===== src/inc/cts_pkg.sv =====
// Purpose: shared constants and types of the cascaded 16-bit timer/PWM
// Assumes: one system clock (fc), fs arrives as a one-cycle tick
// Notes: control encodings describe the two 8-bit control bytes
package cts_pkg;

    // lower control byte
    localparam logic [2:0] CTS_LOW_CASCADE = 3'h3;
    localparam int CTS_MODE_LSB = 0;
    localparam int CTS_MODE_MSB = 2;
    localparam int CTS_CLKSEL_LSB = 4;
    localparam int CTS_CLKSEL_MSB = 6;

    // upper control byte
    localparam logic [2:0] CTS_UP_TIMER = 3'h4;
    localparam logic [2:0] CTS_UP_PWM = 3'h6;
    localparam int CTS_RUN_BIT = 3;
    localparam int CTS_FF_BIT = 7;

    // source clock select codes
    localparam logic [2:0] CTS_SRC_DIV11 = 3'h0;
    localparam logic [2:0] CTS_SRC_DIV7 = 3'h1;
    localparam logic [2:0] CTS_SRC_DIV5 = 3'h2;
    localparam logic [2:0] CTS_SRC_DIV3 = 3'h3;
    localparam logic [2:0] CTS_SRC_FS = 3'h4;
    localparam logic [2:0] CTS_SRC_DIV1 = 3'h5;
    localparam logic [2:0] CTS_SRC_FC = 3'h6;
    localparam logic [2:0] CTS_SRC_EXT = 3'h7;

    // divider exponents
    localparam int CTS_EXP11 = 11;
    localparam int CTS_EXP7 = 7;
    localparam int CTS_EXP5 = 5;
    localparam int CTS_EXP3 = 3;
    localparam int CTS_EXP1 = 1;
    localparam int CTS_FS_EXP = 3;

    // reset values and counter maximum
    localparam logic [7:0] CTS_CTL_RESET = 8'h00;
    localparam logic [15:0] CTS_PERIOD_RESET = 16'hffff;
    localparam logic [15:0] CTS_DUTY_RESET = 16'h0000;
    localparam logic [15:0] CTS_COUNT_MAX = 16'hffff;

    typedef enum logic [2:0] {
        cts_sel_period_low,
        cts_sel_period_high,
        cts_sel_duty_low,
        cts_sel_duty_high,
        cts_sel_lower_ctl,
        cts_sel_upper_ctl
    } cts_reg_sel_t;

    typedef struct packed {
        logic valid;
        cts_reg_sel_t sel;
        logic [7:0] data;
    } cts_wr_t;

    typedef enum logic [1:0] {
        cts_mode_off,
        cts_mode_timer,
        cts_mode_event,
        cts_mode_pwm
    } cts_mode_t;

endpackage


===== src/rtl/cts_timer16.sv =====
// Purpose: two 8-bit counters cascaded into a 16-bit timer, event
//          counter and pwm generator
// Assumes: software writes one byte per reg_wr pulse, low byte first
// Notes: readback ports are the live registers, except count_value, a registered copy of the counter
`timescale 1ns/1ps
// Behaviour
// - timer mode: cascaded 16-bit prescaled up-counter
// - run set: period match interrupts, clears, continues
// - period unbuffered, takes effect immediately
// - timer sources fc/2^11 or fs/8, 2^7, 2^5, 2^3
// - event mode counts count pin falling edges
// - pwm duty match toggles output flip-flop
// - overflow toggles, clears, raises cascade interrupt
// - flip-flop loadable from init bit, reset zero
// - pwm pin is inverse of flip-flop
// - running duty writes buffered until interrupt
// - duty readback shows value in effect
// - stop freezes pin; init bit after stop
// - pwm adds fs, fc/2, fc sources
module cts_timer16
    import cts_pkg::*;
(
    // clock and reset
    input wire logic clock,
    input wire logic rst,
    // register writes, one byte per pulse
    input wire cts_wr_t reg_wr,
    // clock environment
    input wire logic divider_stage_select,
    input wire logic low_freq_mode,
    input wire logic fs_tick,
    // link pins
    input wire logic count_input_pin,
    output logic pwm_output_pin,
    // events
    output logic cascade_interrupt,
    // readback
    output logic [7:0] lower_unit_control,
    output logic [7:0] upper_unit_control,
    output logic [15:0] period_reg,
    output logic [15:0] duty_reg,
    output logic [15:0] count_value,
    output logic output_flipflop
);
    logic [7:0] duty_stage_low;
    logic [15:0] duty_shift;
    logic [7:0] count_low;
    logic [7:0] count_high;
    logic tick;
    cts_mode_t mode;
    logic running;

    logic [7:0] next_lower_ctl;
    logic [7:0] next_upper_ctl;
    logic [15:0] next_period;
    logic [15:0] next_duty;
    logic [7:0] next_duty_stage_low;
    logic [15:0] next_duty_shift;
    logic [7:0] next_count_low;
    logic [7:0] next_count_high;
    logic next_ff;
    logic next_irq;
    logic next_pin;

    cts_prescaler u_prescaler (
        .clock(clock),
        .rst(rst),
        .clock_select(lower_unit_control[CTS_CLKSEL_MSB:CTS_CLKSEL_LSB]),
        .pwm_mode(mode == cts_mode_pwm),
        .divider_stage_select(divider_stage_select),
        .low_freq_mode(low_freq_mode),
        .fs_tick(fs_tick),
        .count_input_pin(count_input_pin),
        .tick(tick)
    );

    // mode decode; event counting is timer mode fed by the count pin
    always_comb begin
        logic [2:0] low_mode;
        logic [2:0] up_mode;
        logic [2:0] src;
        low_mode = lower_unit_control[CTS_MODE_MSB:CTS_MODE_LSB];
        up_mode = upper_unit_control[CTS_MODE_MSB:CTS_MODE_LSB];
        src = lower_unit_control[CTS_CLKSEL_MSB:CTS_CLKSEL_LSB];
        mode = cts_mode_off;
        if (low_mode == CTS_LOW_CASCADE) begin
            if (up_mode == CTS_UP_PWM) begin
                mode = cts_mode_pwm;
            end else if (up_mode == CTS_UP_TIMER) begin
                mode = (src == CTS_SRC_EXT) ? cts_mode_event :
                                              cts_mode_timer;
            end
        end
        running = upper_unit_control[CTS_RUN_BIT] &&
                  (mode != cts_mode_off);
    end

    always_comb begin
        logic [8:0] sum_low;
        logic [7:0] inc_high;
        logic [15:0] count;
        logic duty_hit;
        logic ovf;
        count = {count_high, count_low};
        // low byte carry steps the high byte
        sum_low = {1'b0, count_low} + 9'h001;
        inc_high = count_high + {7'h00, sum_low[8]};
        duty_hit = (count == duty_reg);
        ovf = (count == CTS_COUNT_MAX);

        next_lower_ctl = lower_unit_control;
        next_upper_ctl = upper_unit_control;
        next_period = period_reg;
        next_duty = duty_reg;
        next_duty_stage_low = duty_stage_low;
        next_duty_shift = duty_shift;
        next_count_low = count_low;
        next_count_high = count_high;
        next_ff = output_flipflop;
        next_irq = 1'b0;

        // counting
        if (!running) begin
            // stopped: counter cleared, flip-flop holds its level
            next_count_low = '0;
            next_count_high = '0;
        end else if (tick) begin
            if (mode == cts_mode_pwm) begin
                // a duty match and overflow together cancel out
                next_ff = output_flipflop ^ duty_hit ^ ovf;
                if (ovf) begin
                    next_count_low = '0;
                    next_count_high = '0;
                    next_irq = 1'b1;
                    next_duty = duty_shift;
                end else begin
                    next_count_low = sum_low[7:0];
                    next_count_high = inc_high;
                end
            end else if (count == period_reg) begin
                next_count_low = '0;
                next_count_high = '0;
                next_irq = 1'b1;
            end else begin
                next_count_low = sum_low[7:0];
                next_count_high = inc_high;
            end
        end

        // register writes; a buffered duty reaches the active register
        // at the interrupt, so a write on that edge lands next period
        if (reg_wr.valid) begin
            unique case (reg_wr.sel)
                cts_sel_period_low: next_period[7:0] = reg_wr.data;
                cts_sel_period_high: next_period[15:8] = reg_wr.data;
                cts_sel_duty_low: next_duty_stage_low = reg_wr.data;
                cts_sel_duty_high: begin
                    next_duty_shift = {reg_wr.data, duty_stage_low};
                    if (!(running && mode == cts_mode_pwm)) begin
                        next_duty = {reg_wr.data, duty_stage_low};
                    end
                end
                cts_sel_lower_ctl: next_lower_ctl = reg_wr.data;
                cts_sel_upper_ctl: begin
                    next_upper_ctl = reg_wr.data;
                    // init level only taken while already stopped
                    if (!upper_unit_control[CTS_RUN_BIT] &&
                        !reg_wr.data[CTS_RUN_BIT]) begin
                        next_ff = reg_wr.data[CTS_FF_BIT];
                    end
                end
                default: ;
            endcase
        end
        next_pin = !next_ff;
    end

    always_ff @(posedge clock or posedge rst) begin
        if (rst) begin
            lower_unit_control <= CTS_CTL_RESET;
            upper_unit_control <= CTS_CTL_RESET;
            period_reg <= CTS_PERIOD_RESET;
            duty_reg <= CTS_DUTY_RESET;
            duty_stage_low <= '0;
            duty_shift <= CTS_DUTY_RESET;
            count_low <= '0;
            count_high <= '0;
            output_flipflop <= 1'b0;
            pwm_output_pin <= 1'b1;
            cascade_interrupt <= 1'b0;
        end else begin
            lower_unit_control <= next_lower_ctl;
            upper_unit_control <= next_upper_ctl;
            period_reg <= next_period;
            duty_reg <= next_duty;
            duty_stage_low <= next_duty_stage_low;
            duty_shift <= next_duty_shift;
            count_low <= next_count_low;
            count_high <= next_count_high;
            output_flipflop <= next_ff;
            pwm_output_pin <= next_pin;
            cascade_interrupt <= next_irq;
        end
    end

    always_ff @(posedge clock or posedge rst) begin
        if (rst) begin
            count_value <= '0;
        end else begin
            count_value <= {next_count_high, next_count_low};
        end
    end
endmodule // cts_timer16


===== src/rtl/cts_prescaler.sv =====
// Purpose: source clock selection, yields one count tick per source period
// Assumes: fs_tick and count_input_pin are synchronous to clock
// Notes: tick is registered, so counting lags the source by one cycle
`timescale 1ns/1ps
module cts_prescaler
    import cts_pkg::*;
(
    // clock and reset
    input wire logic clock,
    input wire logic rst,
    // selection
    input wire logic [2:0] clock_select,
    input wire logic pwm_mode,
    input wire logic divider_stage_select,
    input wire logic low_freq_mode,
    // sources
    input wire logic fs_tick,
    input wire logic count_input_pin,
    // result
    output logic tick
);
    logic [CTS_EXP11-1:0] div;
    logic [CTS_FS_EXP-1:0] fs_div;
    logic pin_prev;
    logic [CTS_EXP11-1:0] next_div;
    logic [CTS_FS_EXP-1:0] next_fs_div;
    logic next_tick;

    function automatic logic div_tick(input logic [CTS_EXP11-1:0] d,
                                      input int e);
        logic [CTS_EXP11-1:0] mask;
        mask = CTS_EXP11'((1 << e) - 1);
        return (d & mask) == mask;
    endfunction

    always_comb begin
        logic fs8;
        logic pin_fall;
        fs8 = fs_tick && (fs_div == '1);
        pin_fall = pin_prev && !count_input_pin;
        next_div = div + 1'b1;
        next_fs_div = fs_tick ? fs_div + 1'b1 : fs_div;
        next_tick = 1'b0;
        if (low_freq_mode) begin
            // slow clock only: fs/8, fs itself in pwm, and the count pin
            if (clock_select == CTS_SRC_DIV11) begin
                next_tick = fs8;
            end else if (clock_select == CTS_SRC_FS && pwm_mode) begin
                next_tick = fs_tick;
            end else if (clock_select == CTS_SRC_EXT) begin
                next_tick = pin_fall;
            end
        end else begin
            unique case (clock_select)
                CTS_SRC_DIV11: next_tick = divider_stage_select ? fs8 :
                                   div_tick(div, CTS_EXP11);
                CTS_SRC_DIV7: next_tick = div_tick(div, CTS_EXP7);
                CTS_SRC_DIV5: next_tick = div_tick(div, CTS_EXP5);
                CTS_SRC_DIV3: next_tick = div_tick(div, CTS_EXP3);
                CTS_SRC_FS: next_tick = pwm_mode && fs_tick;
                CTS_SRC_DIV1: next_tick = pwm_mode &&
                                  div_tick(div, CTS_EXP1);
                CTS_SRC_FC: next_tick = pwm_mode;
                CTS_SRC_EXT: next_tick = pin_fall;
            endcase
        end
    end

    always_ff @(posedge clock or posedge rst) begin
        if (rst) begin
            div <= '0;
            fs_div <= '0;
            pin_prev <= 1'b1;
            tick <= 1'b0;
        end else begin
            div <= next_div;
            fs_div <= next_fs_div;
            pin_prev <= count_input_pin;
            tick <= next_tick;
        end
    end
endmodule // cts_prescaler


===== config.mk =====
export PLATFORM = sky130hd
export DESIGN_NAME = cts_timer16
export DESIGN_NICKNAME = d
export VERILOG_FILES = /design/src/inc/cts_pkg.sv /design/src/rtl/cts_timer16.sv /design/src/rtl/cts_prescaler.sv
export SDC_FILE = /design/constraint.sdc
export NUM_CORES = 1
export LEC_CHECK = 0
export ABC_AREA = 0
export BUFFER_PORTS_ARGS = -buffer_cell sky130_fd_sc_hd__buf_2
export CAP_MARGIN = 10
export CORE_ASPECT_RATIO = 0.9
export CORE_UTILIZATION = 60
export DETAILED_ROUTE_END_ITERATION = 8
export PLACE_DENSITY = 0.87
export SYNTH_ARGS = -nofsm -noshare
export SYNTH_HDL_FRONTEND = slang
export SYNTH_HIERARCHICAL = 1
export SYNTH_SLANG_ARGS = --single-unit
export TNS_END_PERCENT = 50

===== constraint.sdc =====
create_clock -name clock -period 4.61 [get_ports clock]
set_input_delay 0.2305 -clock clock [delete_from_list [all_inputs] [get_ports clock]]
set_output_delay 0.2305 -clock clock [all_outputs]
set_load 0.05 [all_outputs]

== Word-level counts from Yosys, hierarchy flattened ==
Index checks and enable logic that the tools add are counted.
Word-level totals
  logic and storage cells: 106
  ROM bits: 0
  latch bits: 0
  bits in writable memories: 0
  memories kept: 0
  output and inout bits: 67
  bits of input ports: 18
  register bits: 123
Cells by class
  $lt $le $gt $ge: 0
  $add $sub $neg: 4
  eq/ne operators: 24
  reduce and logical (&&, ||, !) cells: 21
  muxes and demuxes: 38
  multipliers: 0
  shifts and indexed selects: 0
  bitwise logic cells: 2
  div/mod/pow operators: 0
Operator list (number)
  two-way mux 16 bit: 7
  two-way mux 8 bit: 10
  equality test 16 bit: 2
  equality test 3 bit, second input constant: 10
  equality test 16 bit, second input constant: 1
  two-way mux 1 bit: 16
  equality test 3 x 2 -> 1 bit, second input constant: 5
  AND reduction 2 bit: 6
  adder 11 x 1 -> 11 bit, second input constant: 1
  equality test 11 bit, second input constant: 1
  adder 8 x 1 -> 9 bit, second input constant: 1
  adder 8 x 1 -> 8 bit: 1
  logical AND 1 bit: 8
  two-way mux 2 bit: 4
  case mux 1 bit (8 select lines): 1
  equality test 7 bit, second input constant: 1
  equality test 3 x 1 -> 1 bit, second input constant: 2
  zero test 3 bit: 2
  equality test 5 bit, second input constant: 1
  zero test 1 bit: 4
  adder 3 x 1 -> 3 bit, second input constant: 1
  equality test 2 bit, second input constant: 1
  nonzero test 2 bit: 1
  XOR 1 bit: 2

== Depth between registers and ports, before layout ==
Gate-level depths: netlist of run 1.
  depth after elaboration: 13
  mapped depth: 9
  depth with buffers taken out: 9

== Hierarchy ==
Netlist of run 1, hierarchy kept.
Modules (own cells, without submodules)
  cts_timer16: area each 4546.9 sq um, sequential area each 2298.5 sq um, instances 1, cells each 395
  cts_prescaler: area each 803.3 sq um, sequential area each 401.6 sq um, instances 1, cells each 68

== Worst setup path after synthesis of run 1 ==
Ideal clock, no wire load.
  path kind: reg-to-reg
  from: register, netlist name count_value[0]
  to: register output_flipflop
  clock period less this slack: 2.596 ns
  path slack: 2.014 ns
  stages on the path, launching flop included: 7
  library setup time: 0.120 ns
  data required time: 4.490 ns
  data arrival time: 2.476 ns
  path buffers: 0
  cell sequence: dfrtp_1 -> ha_1 -> nand3_4 -> or4_4 -> or4_1 -> a21o_1 -> and3_1
RTL lines
  end signal: assignment: line cts_timer16.sv:200  | output_flipflop <= next_ff;
  end: declaration: line cts_timer16.sv:43  | output logic output_flipflop

==> results of run 1 <==
-- final timing paths --
check	startpoint	endpoint	slack [ns]
worst min register to register	u_prescaler/div[6]	u_prescaler/div[6]	0.47
max in group asynchronous	rst	count_value[0]	3.01
worst min-delay path	low_freq_mode	u_prescaler/tick	0.14
worst max register to register	count_value[0]	duty_reg[0]	1.63
min in group asynchronous	rst	u_prescaler/div[1]	0.48
worst max-delay path	count_value[0]	duty_reg[0]	1.63
-- cell usage in the layout (no fill, tap or decap), types with 5 or more instances in the layout --
master / count
dfrtp_1: 89
buf_2: 84
mux2_2: 58
nand2_1: 52
xor2_1: 34
o21ai_0: 24
dfstp_2: 18
mux2i_1: 16
nor2_1: 13
nor4_1: 11
nand3_1: 10
nand4_1: 9
xnor2_1: 9
clkbuf_8: 9
ha_1: 8
inv_1: 7
nor2b_1: 6
o221ai_1: 6
nor3_1: 5
and3_1: 5
and2_1: 5
o211ai_1: 5
-- kinds of logic (layout without fill, tap and decap cells) --
group / Yosys count / after routing / share of synthesized area, %
mux: 74 / 74 / 15.2
simple gates: 139 / 139 / 14.1
compound gates: 57 / 57 / 7.06
buf+inv: 35 / 112 / 4.21
fa+ha+maj: 8 / 8 / 1.87
flops: 107 / 107 / 50.5
xor+xnor: 43 / 43 / 7.04
-- worst reg2reg max path, stage by stage, from the launching register on --
cell and delay, ns:
dfrtp_1 0.50, ha_1 0.28, nand3_4 0.12, nor4_1 0.55, and3_1 0.94, mux2i_1 0.30
o21ai_0 0.13
-- through the flow --
| step | instances | instance area, um2 | utilization [%] | setup slack [ns] |
|---|---|---|---|---|
| after floorplan | 463 | 5350 | - | 2.01 |
| after global placement | 640 | 5740 | 66.7 | 1.86 |
| after detailed placement | 640 | 5740 | 66.7 | 1.68 |
| after CTS | 658 | 5970 | 69.3 | 1.63 |
| after global routing | 659 | 5970 | 69.4 | 1.45 |
| final | 659 | 5970 | 69.4 | 1.63 |
-- cell type report --
| cell class | count | area (um2) | area share, % |
|---|---|---|---|
| Clock buffer | 9 | 124 | 2.07 |
| Timing Repair Buffer | 88 | 455 | 7.62 |
| Sequential cell | 107 | 2700 | 45.2 |
| Tap cell | 119 | 149 | 2.49 |
| Inverter | 8 | 31.3 | 0.524 |
| Clock inverter | 7 | 81.3 | 1.36 |
| Multi-Input combinational cell | 321 | 2430 | 40.7 |
-- routing by layer --
layer,up-vias,GRT usage [%],part of all wire [%]
li1,1790,-,-
met2,180,44.9,47
met3,35,6.47,7.0
met1,1945,40.9,43
met4,0,10.7,2.8
met5,-,0,0
-- timing repair --
item | CTS | global route
hold buffers | 2 | 0
setup endpoints to repair | 0 | 0
hold endpoints to repair | 43 | 0
-- power groups by stage --
stage          Sequential [mW]  Combinational (mW)  Clock, mW
2_1_floorplan             1.60               0.258          0
3_3_place_gp              1.30               0.749          0
3_5_place_dp              1.31               0.774          0
4_1_cts                   1.29               0.781      0.614
5_1_grt                   1.31               0.824      0.653
6_report                  1.30               0.780      0.604
==> summary.md, run 1 <==
| Metric | Value |
|---|---|
| Status | `completed` |
| Gr usage total | `roughly 29%` |
| Sw Share | `between 30% and 40%` |
| CTS tree | `built` |
| GRT overflow | `0` |
| Worst r2r path cells | `6` |
| Nets | `about 560` |
| Number of diodes | `0` |
| Clock root buffer | `clkbuf_8` |
| Avg Synthesized Cell Area | `11.6 um2` |
| VDD IR max | `approximately 300 uV` |
| Die W | `102 um` |
| Total core area | `roughly 8600 um2` |
| P_int | `about 1.6 mW` |
| P&R area growth vs syn | `11.6%` |
| Tmin final | `2.98 ns` |
| Final period utilization | `64.7%` |
| Number of enable flip-flop cells after synthesis | `0` |
| Die footprint | `between 9000 and 10000 um2` |
| Clk_skew | `~0.013 ns` |
| # H-tree levels | `3` |
| Syn Nets | `489` |
| Slowest-stage cell, CP | `and3_1` |
| Normalized max-slew margin | `between 15 and 20%` |
| Initial core utilization | `a little over 60%` |
| Crit Path Class | `reg2reg` |
| Routed length per instance | `19.4 um` |
| CP top delay family | `simple AND/OR/NAND/NOR gates` |
| Min Hold Slack | `0.137 ns` |
| Worst hold path depth | `2` |
| Antenna violations before repair | `0` |
| Routed vias/inst | `between 5 and 6` |
| Setup violators final | `0` |
| Fill cells | `between 600 and 700` |
| Drt pass-1 iters | `5` |
| Post-Route WL | `between 10000 and 15000 um` |
| Largest net degree at the start of global routing | `52` |
| CP bufs+invs | `0` |
| Max Cap Viol | `0` |
| Top post-synthesis cells by count | `dfrtp_1 (89), mux2_2 (58), nand2_1 (52)` |
| Crit path launch type | `flop` |
| CP cell instances | `ha_1, nand3_4, nor4_1, and3_1, mux2i_1, o21ai_0` |
| Vias in the first global route | `3811` |
| Postcts setup bufs | `0` |
| Net switching power | `around 1.0 mW` |
| Highest Clock Rate | `roughly 0.34 GHz` |
| TNS Setup | `0 ns` |
| RSZ-0062 raised after global routing | `false` |
| Register area share after synthesis | `between 50 and 60%` |
| Hold Fails Final Rpt | `0` |
| First-pass GRT wire length | `20200 um` |
| Leakage | `approximately 2.7 nW` |
| Post-synthesis instance area | `between 5000 and 6000 um2` |
| Drt drc | `0` |
| Gpl congestion | `roughly 0.96` |
| Worst Path Required | `about 4.8 ns` |
| Clk slew on worst S/H paths | `0.10 ns` |
| Clk Latency, worst-skew pair | `about 0.38 ns` |
| Worst Path Max Fanout | `16` |
| Cell with the most instances after synthesis | `dfrtp_1` |
| Top cells by area, synth | `dfrtp_1 (42%), mux2_2 (12%), dfstp_2 (8.8%)` |
| Ys flop type | `dfrtp_1` |
| Asr flop ratio synth | `between 90% and 100%` |
| Rows | `32` |
| TritonCTS Sinks | `~110` |
| Unique cell type count in the Yosys netlist | `56` |
| Post-CTS sizing | `0` |
| Number of port buffers | `84` |
| Io pins | `between 80 and 90` |
| Final ANT Viol Nets | `0` |
| Worst Setup End Kind | `flop` |
| Synth top area share | `41.6%` |
| Die H | `between 90 and 100 um` |
| Total number of yosys warnings | `6` |
| Clock share of power | `roughly 23%` |
| CTS buffer count | `9` |
| Power consumption | `~2.7 mW` |
| Synth Register Bits | `about 110` |
| Fraction of layout cells with a size suffix above 1 | `35.4%` |
| Final Max Tran Viols | `0` |
| CTS max path bufs | `2` |
| Cell depth of the worst setup path | `6` |
| Logic pwr share | `about 29%` |
| Cell taking the most area after synthesis | `dfrtp_1` |
| HPWL Detailed | `slightly below 9000 um` |
| P per Cell Area | `between 400 and 500 nW/um2` |
| Worst hold path class | `in2reg` |
| Sequential Power Share | `between 40% and 50%` |
| Worst Max-Slew Pin Slew | `1.22 ns` |
| WP data arrival | `~3.2 ns` |
| Syn Inst Count | `approximately 460` |
| Vias | `between 3000 and 4000` |
| Slowest stage delay, CP | `~0.94 ns` |
| 1st-iter DRT viols | `a little under 300` |
No activity file was read; power rests on OpenSTA's default activity.
==> run 2, diff against run 1 <==
ABC_AREA = 1   (was 0)
CORE_UTILIZATION = 57   (was 60)
PLACE_DENSITY = 0.83   (was 0.87)
clock period = 2.88 ns   (was 4.61 ns; I/O delays follow)
==> run 2 against run 1 <==
Net effect:
- sequential cell count unchanged
- register-to-register slack worse by 0.96 ns
- sequential power rose by 55%
- power grew 55%
- largest power group unchanged
==> summary.md, run 2 <==
| Metric | Value |
|---|---|
| Final period utilization | `76.9%` |
| RSZ-0062 raised after global routing | `false` |
| Reg2reg end | `duty_reg[2]` |
| Post-Route WL | `about 13000 um` |
| Initial core utilization | `between 50% and 60%` |
| Cell mode on critical path | `nand2_1` |
| Gr usage total | `a little over a quarter` |
| Status | `completed` |
| Clk slew on worst S/H paths | `0.09 ns` |
| Post-CTS Hold Buffers | `2` |
| Clock root buffer | `clkbuf_8` |
| Min Hold Slack | `0.0176 ns` |
| Cell taking the most area after synthesis | `dfrtp_1` |
| Unique cell type count in the Yosys netlist | `38` |
| Final Max Tran Viols | `0` |
| Hold Fails Final Rpt | `0` |
| RR Startpoint | `lower_unit_control[2]` |
| Ys flop type | `dfrtp_1` |
| Worst hold path depth | `4` |
| Routed vias/inst | `5.46` |
| Routed length per instance | `15.6 um` |
| Register area share after synthesis | `~50%` |
| Avg Synthesized Cell Area | `about 8.8 um2` |
| Number of enable flip-flop cells after synthesis | `0` |
| Cell with the most instances after synthesis | `nand2_1` |
| Max Cap Viol | `0` |
| Worst hold path class | `in2reg` |
| Syn Nets | `between 600 and 700` |
| # H-tree levels | `3` |
| VDD IR max | `462 uV` |
| CP cell instances | `nand3b_1, nor3_2, nand3_1, nor2_1, nand2_1, nand2_1, a31oi_1` |
| Drt pass-1 iters | `5` |
| Gpl congestion | `around 0.94` |
| Number of diodes | `0` |
| Largest net degree at the start of global routing | `52` |
| Normalized max-slew margin | `53.2%` |
| WP data arrival | `2.46 ns` |
| Setup violators final | `0` |
| 1st-iter DRT viols | `359` |
| TNS Setup | `0 ns` |
| Vias in the first global route | `4135` |
| Most common cell after layout, fill and taps aside | `nand2_1` |
| Tmin final | `roughly 2.2 ns` |
| Worst setup path end | `duty_reg[2]` |
| Vias | `~4400` |
| Worst r2r path cells | `7` |
| Slowest-stage cell, CP | `nor2_1` |
| Synth top area share | `41.6%` |
| Crit. Startpoint | `lower_unit_control[2]` |
| Worst Path Required | `approximately 3.1 ns` |
| Area occupied by multi-input gates | `2290 um2` |
| Synth Register Bits | `107` |
| R2R setup slack | `approximately 0.66 ns` |
| Highest Clock Rate | `0.451 GHz` |
| Postcts setup bufs | `0` |
| Post-CTS sizing | `0` |
| First-pass GRT wire length | `roughly 21000 um` |
| Number of port buffers | `84` |
| GRT overflow | `0` |
| Total number of yosys warnings | `6` |
| Final core utilization | `between 60 and 70%` |
| Die H | `94.0 um` |
| Fill cells | `756` |
| Post-synthesis instance area | `5360 um2` |
| Leakage | `about 3.1 nW` |
| Top cells by area, synth | `dfrtp_1 (42%), nand2_1 (11%), dfstp_2 (8.8%)` |
| Worst Setup End Kind | `flop` |
| Die footprint | `9790 um2` |
| Clk Latency, worst-skew pair | `0.37 ns` |
| P per Cell Area | `slightly below 700 nW/um2` |
| Clk_skew | `between 0.008 and 0.009 ns` |
| Cell depth of the worst setup path | `7` |
| P&R area growth vs syn | `13.8%` |
| Slowest stage delay, CP | `approximately 0.52 ns` |
| Syn Inst Count | `around 610` |
| Rows | `33` |
| Total core area | `9130 um2` |
| Power consumption | `around 4.2 mW` |
| CP top delay family | `simple AND/OR/NAND/NOR gates` |
| Crit path launch type | `flop` |
| CP bufs+invs | `0` |
| Die W | `roughly 100 um` |
| Crit Path Class | `reg2reg` |
| HPWL Detailed | `a little over 9000 um` |
| Io pins | `85` |
| Asr flop ratio synth | `100%` |
| CTS buffer count | `9` |
| CTS max path bufs | `2` |
| TritonCTS Sinks | `~110` |
| CTS tree | `built` |
| Worst Max-Slew Pin Slew | `~0.7 ns` |
| Drt drc | `0` |
| Final ANT Viol Nets | `0` |
| Worst Path Max Fanout | `11` |
| Nets | `between 700 and 800` |
| Register area | `between 2000 and 3000 um2` |
| Antenna violations before repair | `0` |
| Fraction of layout cells with a size suffix above 1 | `between 20% and 30%` |
| Most frequent cells in the layout | `nand2_1 (156), dfrtp_1 (89), buf_2 (84)` |
| Top post-synthesis cells by count | `nand2_1 (156), dfrtp_1 (89), inv_1 (69)` |
## run 2: cell type report
class                           count  share of cell area [%]
Clock inverter                      3                   0.760
Sequential cell                   107                    44.3
Clock buffer                       13                    2.61
Timing Repair Buffer               89                    7.80
Inverter                           73                    4.52
Tap cell                          122                    2.50
Multi-Input combinational cell    408                    37.5
## run 2: cell families (layout without fill, tap and decap cells)
logic type / after synthesis / count (layout) / share of synthesized area (%)
simple gates: 261 / 261 / 22.4
mux: 10 / 10 / 2.10
fa+ha+maj: 8 / 8 / 1.87
flops: 107 / 107 / 50.4
buf+inv: 91 / 178 / 6.94
xor+xnor: 30 / 30 / 4.90
compound gates: 99 / 99 / 11.4
## run 2: worst min path at each step
stage / from / end / slack [ns]
after floorplan: rst / u_prescaler/div[0] / 0.06
after detailed placement: rst / u_prescaler/div[7] / 0.26
after CTS: reg_wr[7] / pwm_output_pin / 0.01
final: reg_wr[7] / pwm_output_pin / 0.02
after global routing: reg_wr[7] / pwm_output_pin / 0.03
after global placement: rst / u_prescaler/div[7] / 0.24
## run 2: layer usage
| layer | track usage [%] | up-vias | wire [um] |
|---|---|---|---|
| met5 | 0 | - | 0 |
| met4 | 10.2 | 0 | 245 |
| met3 | 3.81 | 23 | 1010 |
| met2 | 42.6 | 199 | 5740 |
| met1 | 39.6 | 2100 | 5760 |
| li1 | - | 2125 | - |
## run 2: per-stage QoR
| step | area, um2 | setup slack [ns] | std cells |
|---|---|---|---|
| floorplan | 5360 | 0.401 | 606 |
| global placement | 5870 | 0.848 | 797 |
| detailed placement | 5870 | 0.737 | 797 |
| CTS | 6090 | 0.678 | 815 |
| global route | 6090 | 0.466 | 815 |
| finish | 6090 | 0.665 | 815 |
## run 2: worst register-to-register path, stage by stage (launching register included)
cell	delay (ns)
dfrtp_1	0.42
nand3b_1	0.24
nor3_2	0.19
nand3_1	0.20
nor2_1	0.52
nand2_1	0.31
nand2_1	0.14
a31oi_1	0.08
## run 2: report_power, final
part,internal (mW),switching [mW],leakage (nW)
Sequential,1.78,0.230,1.30
Combinational,0.343,0.871,1.67
Clock,0.452,0.491,0.0998
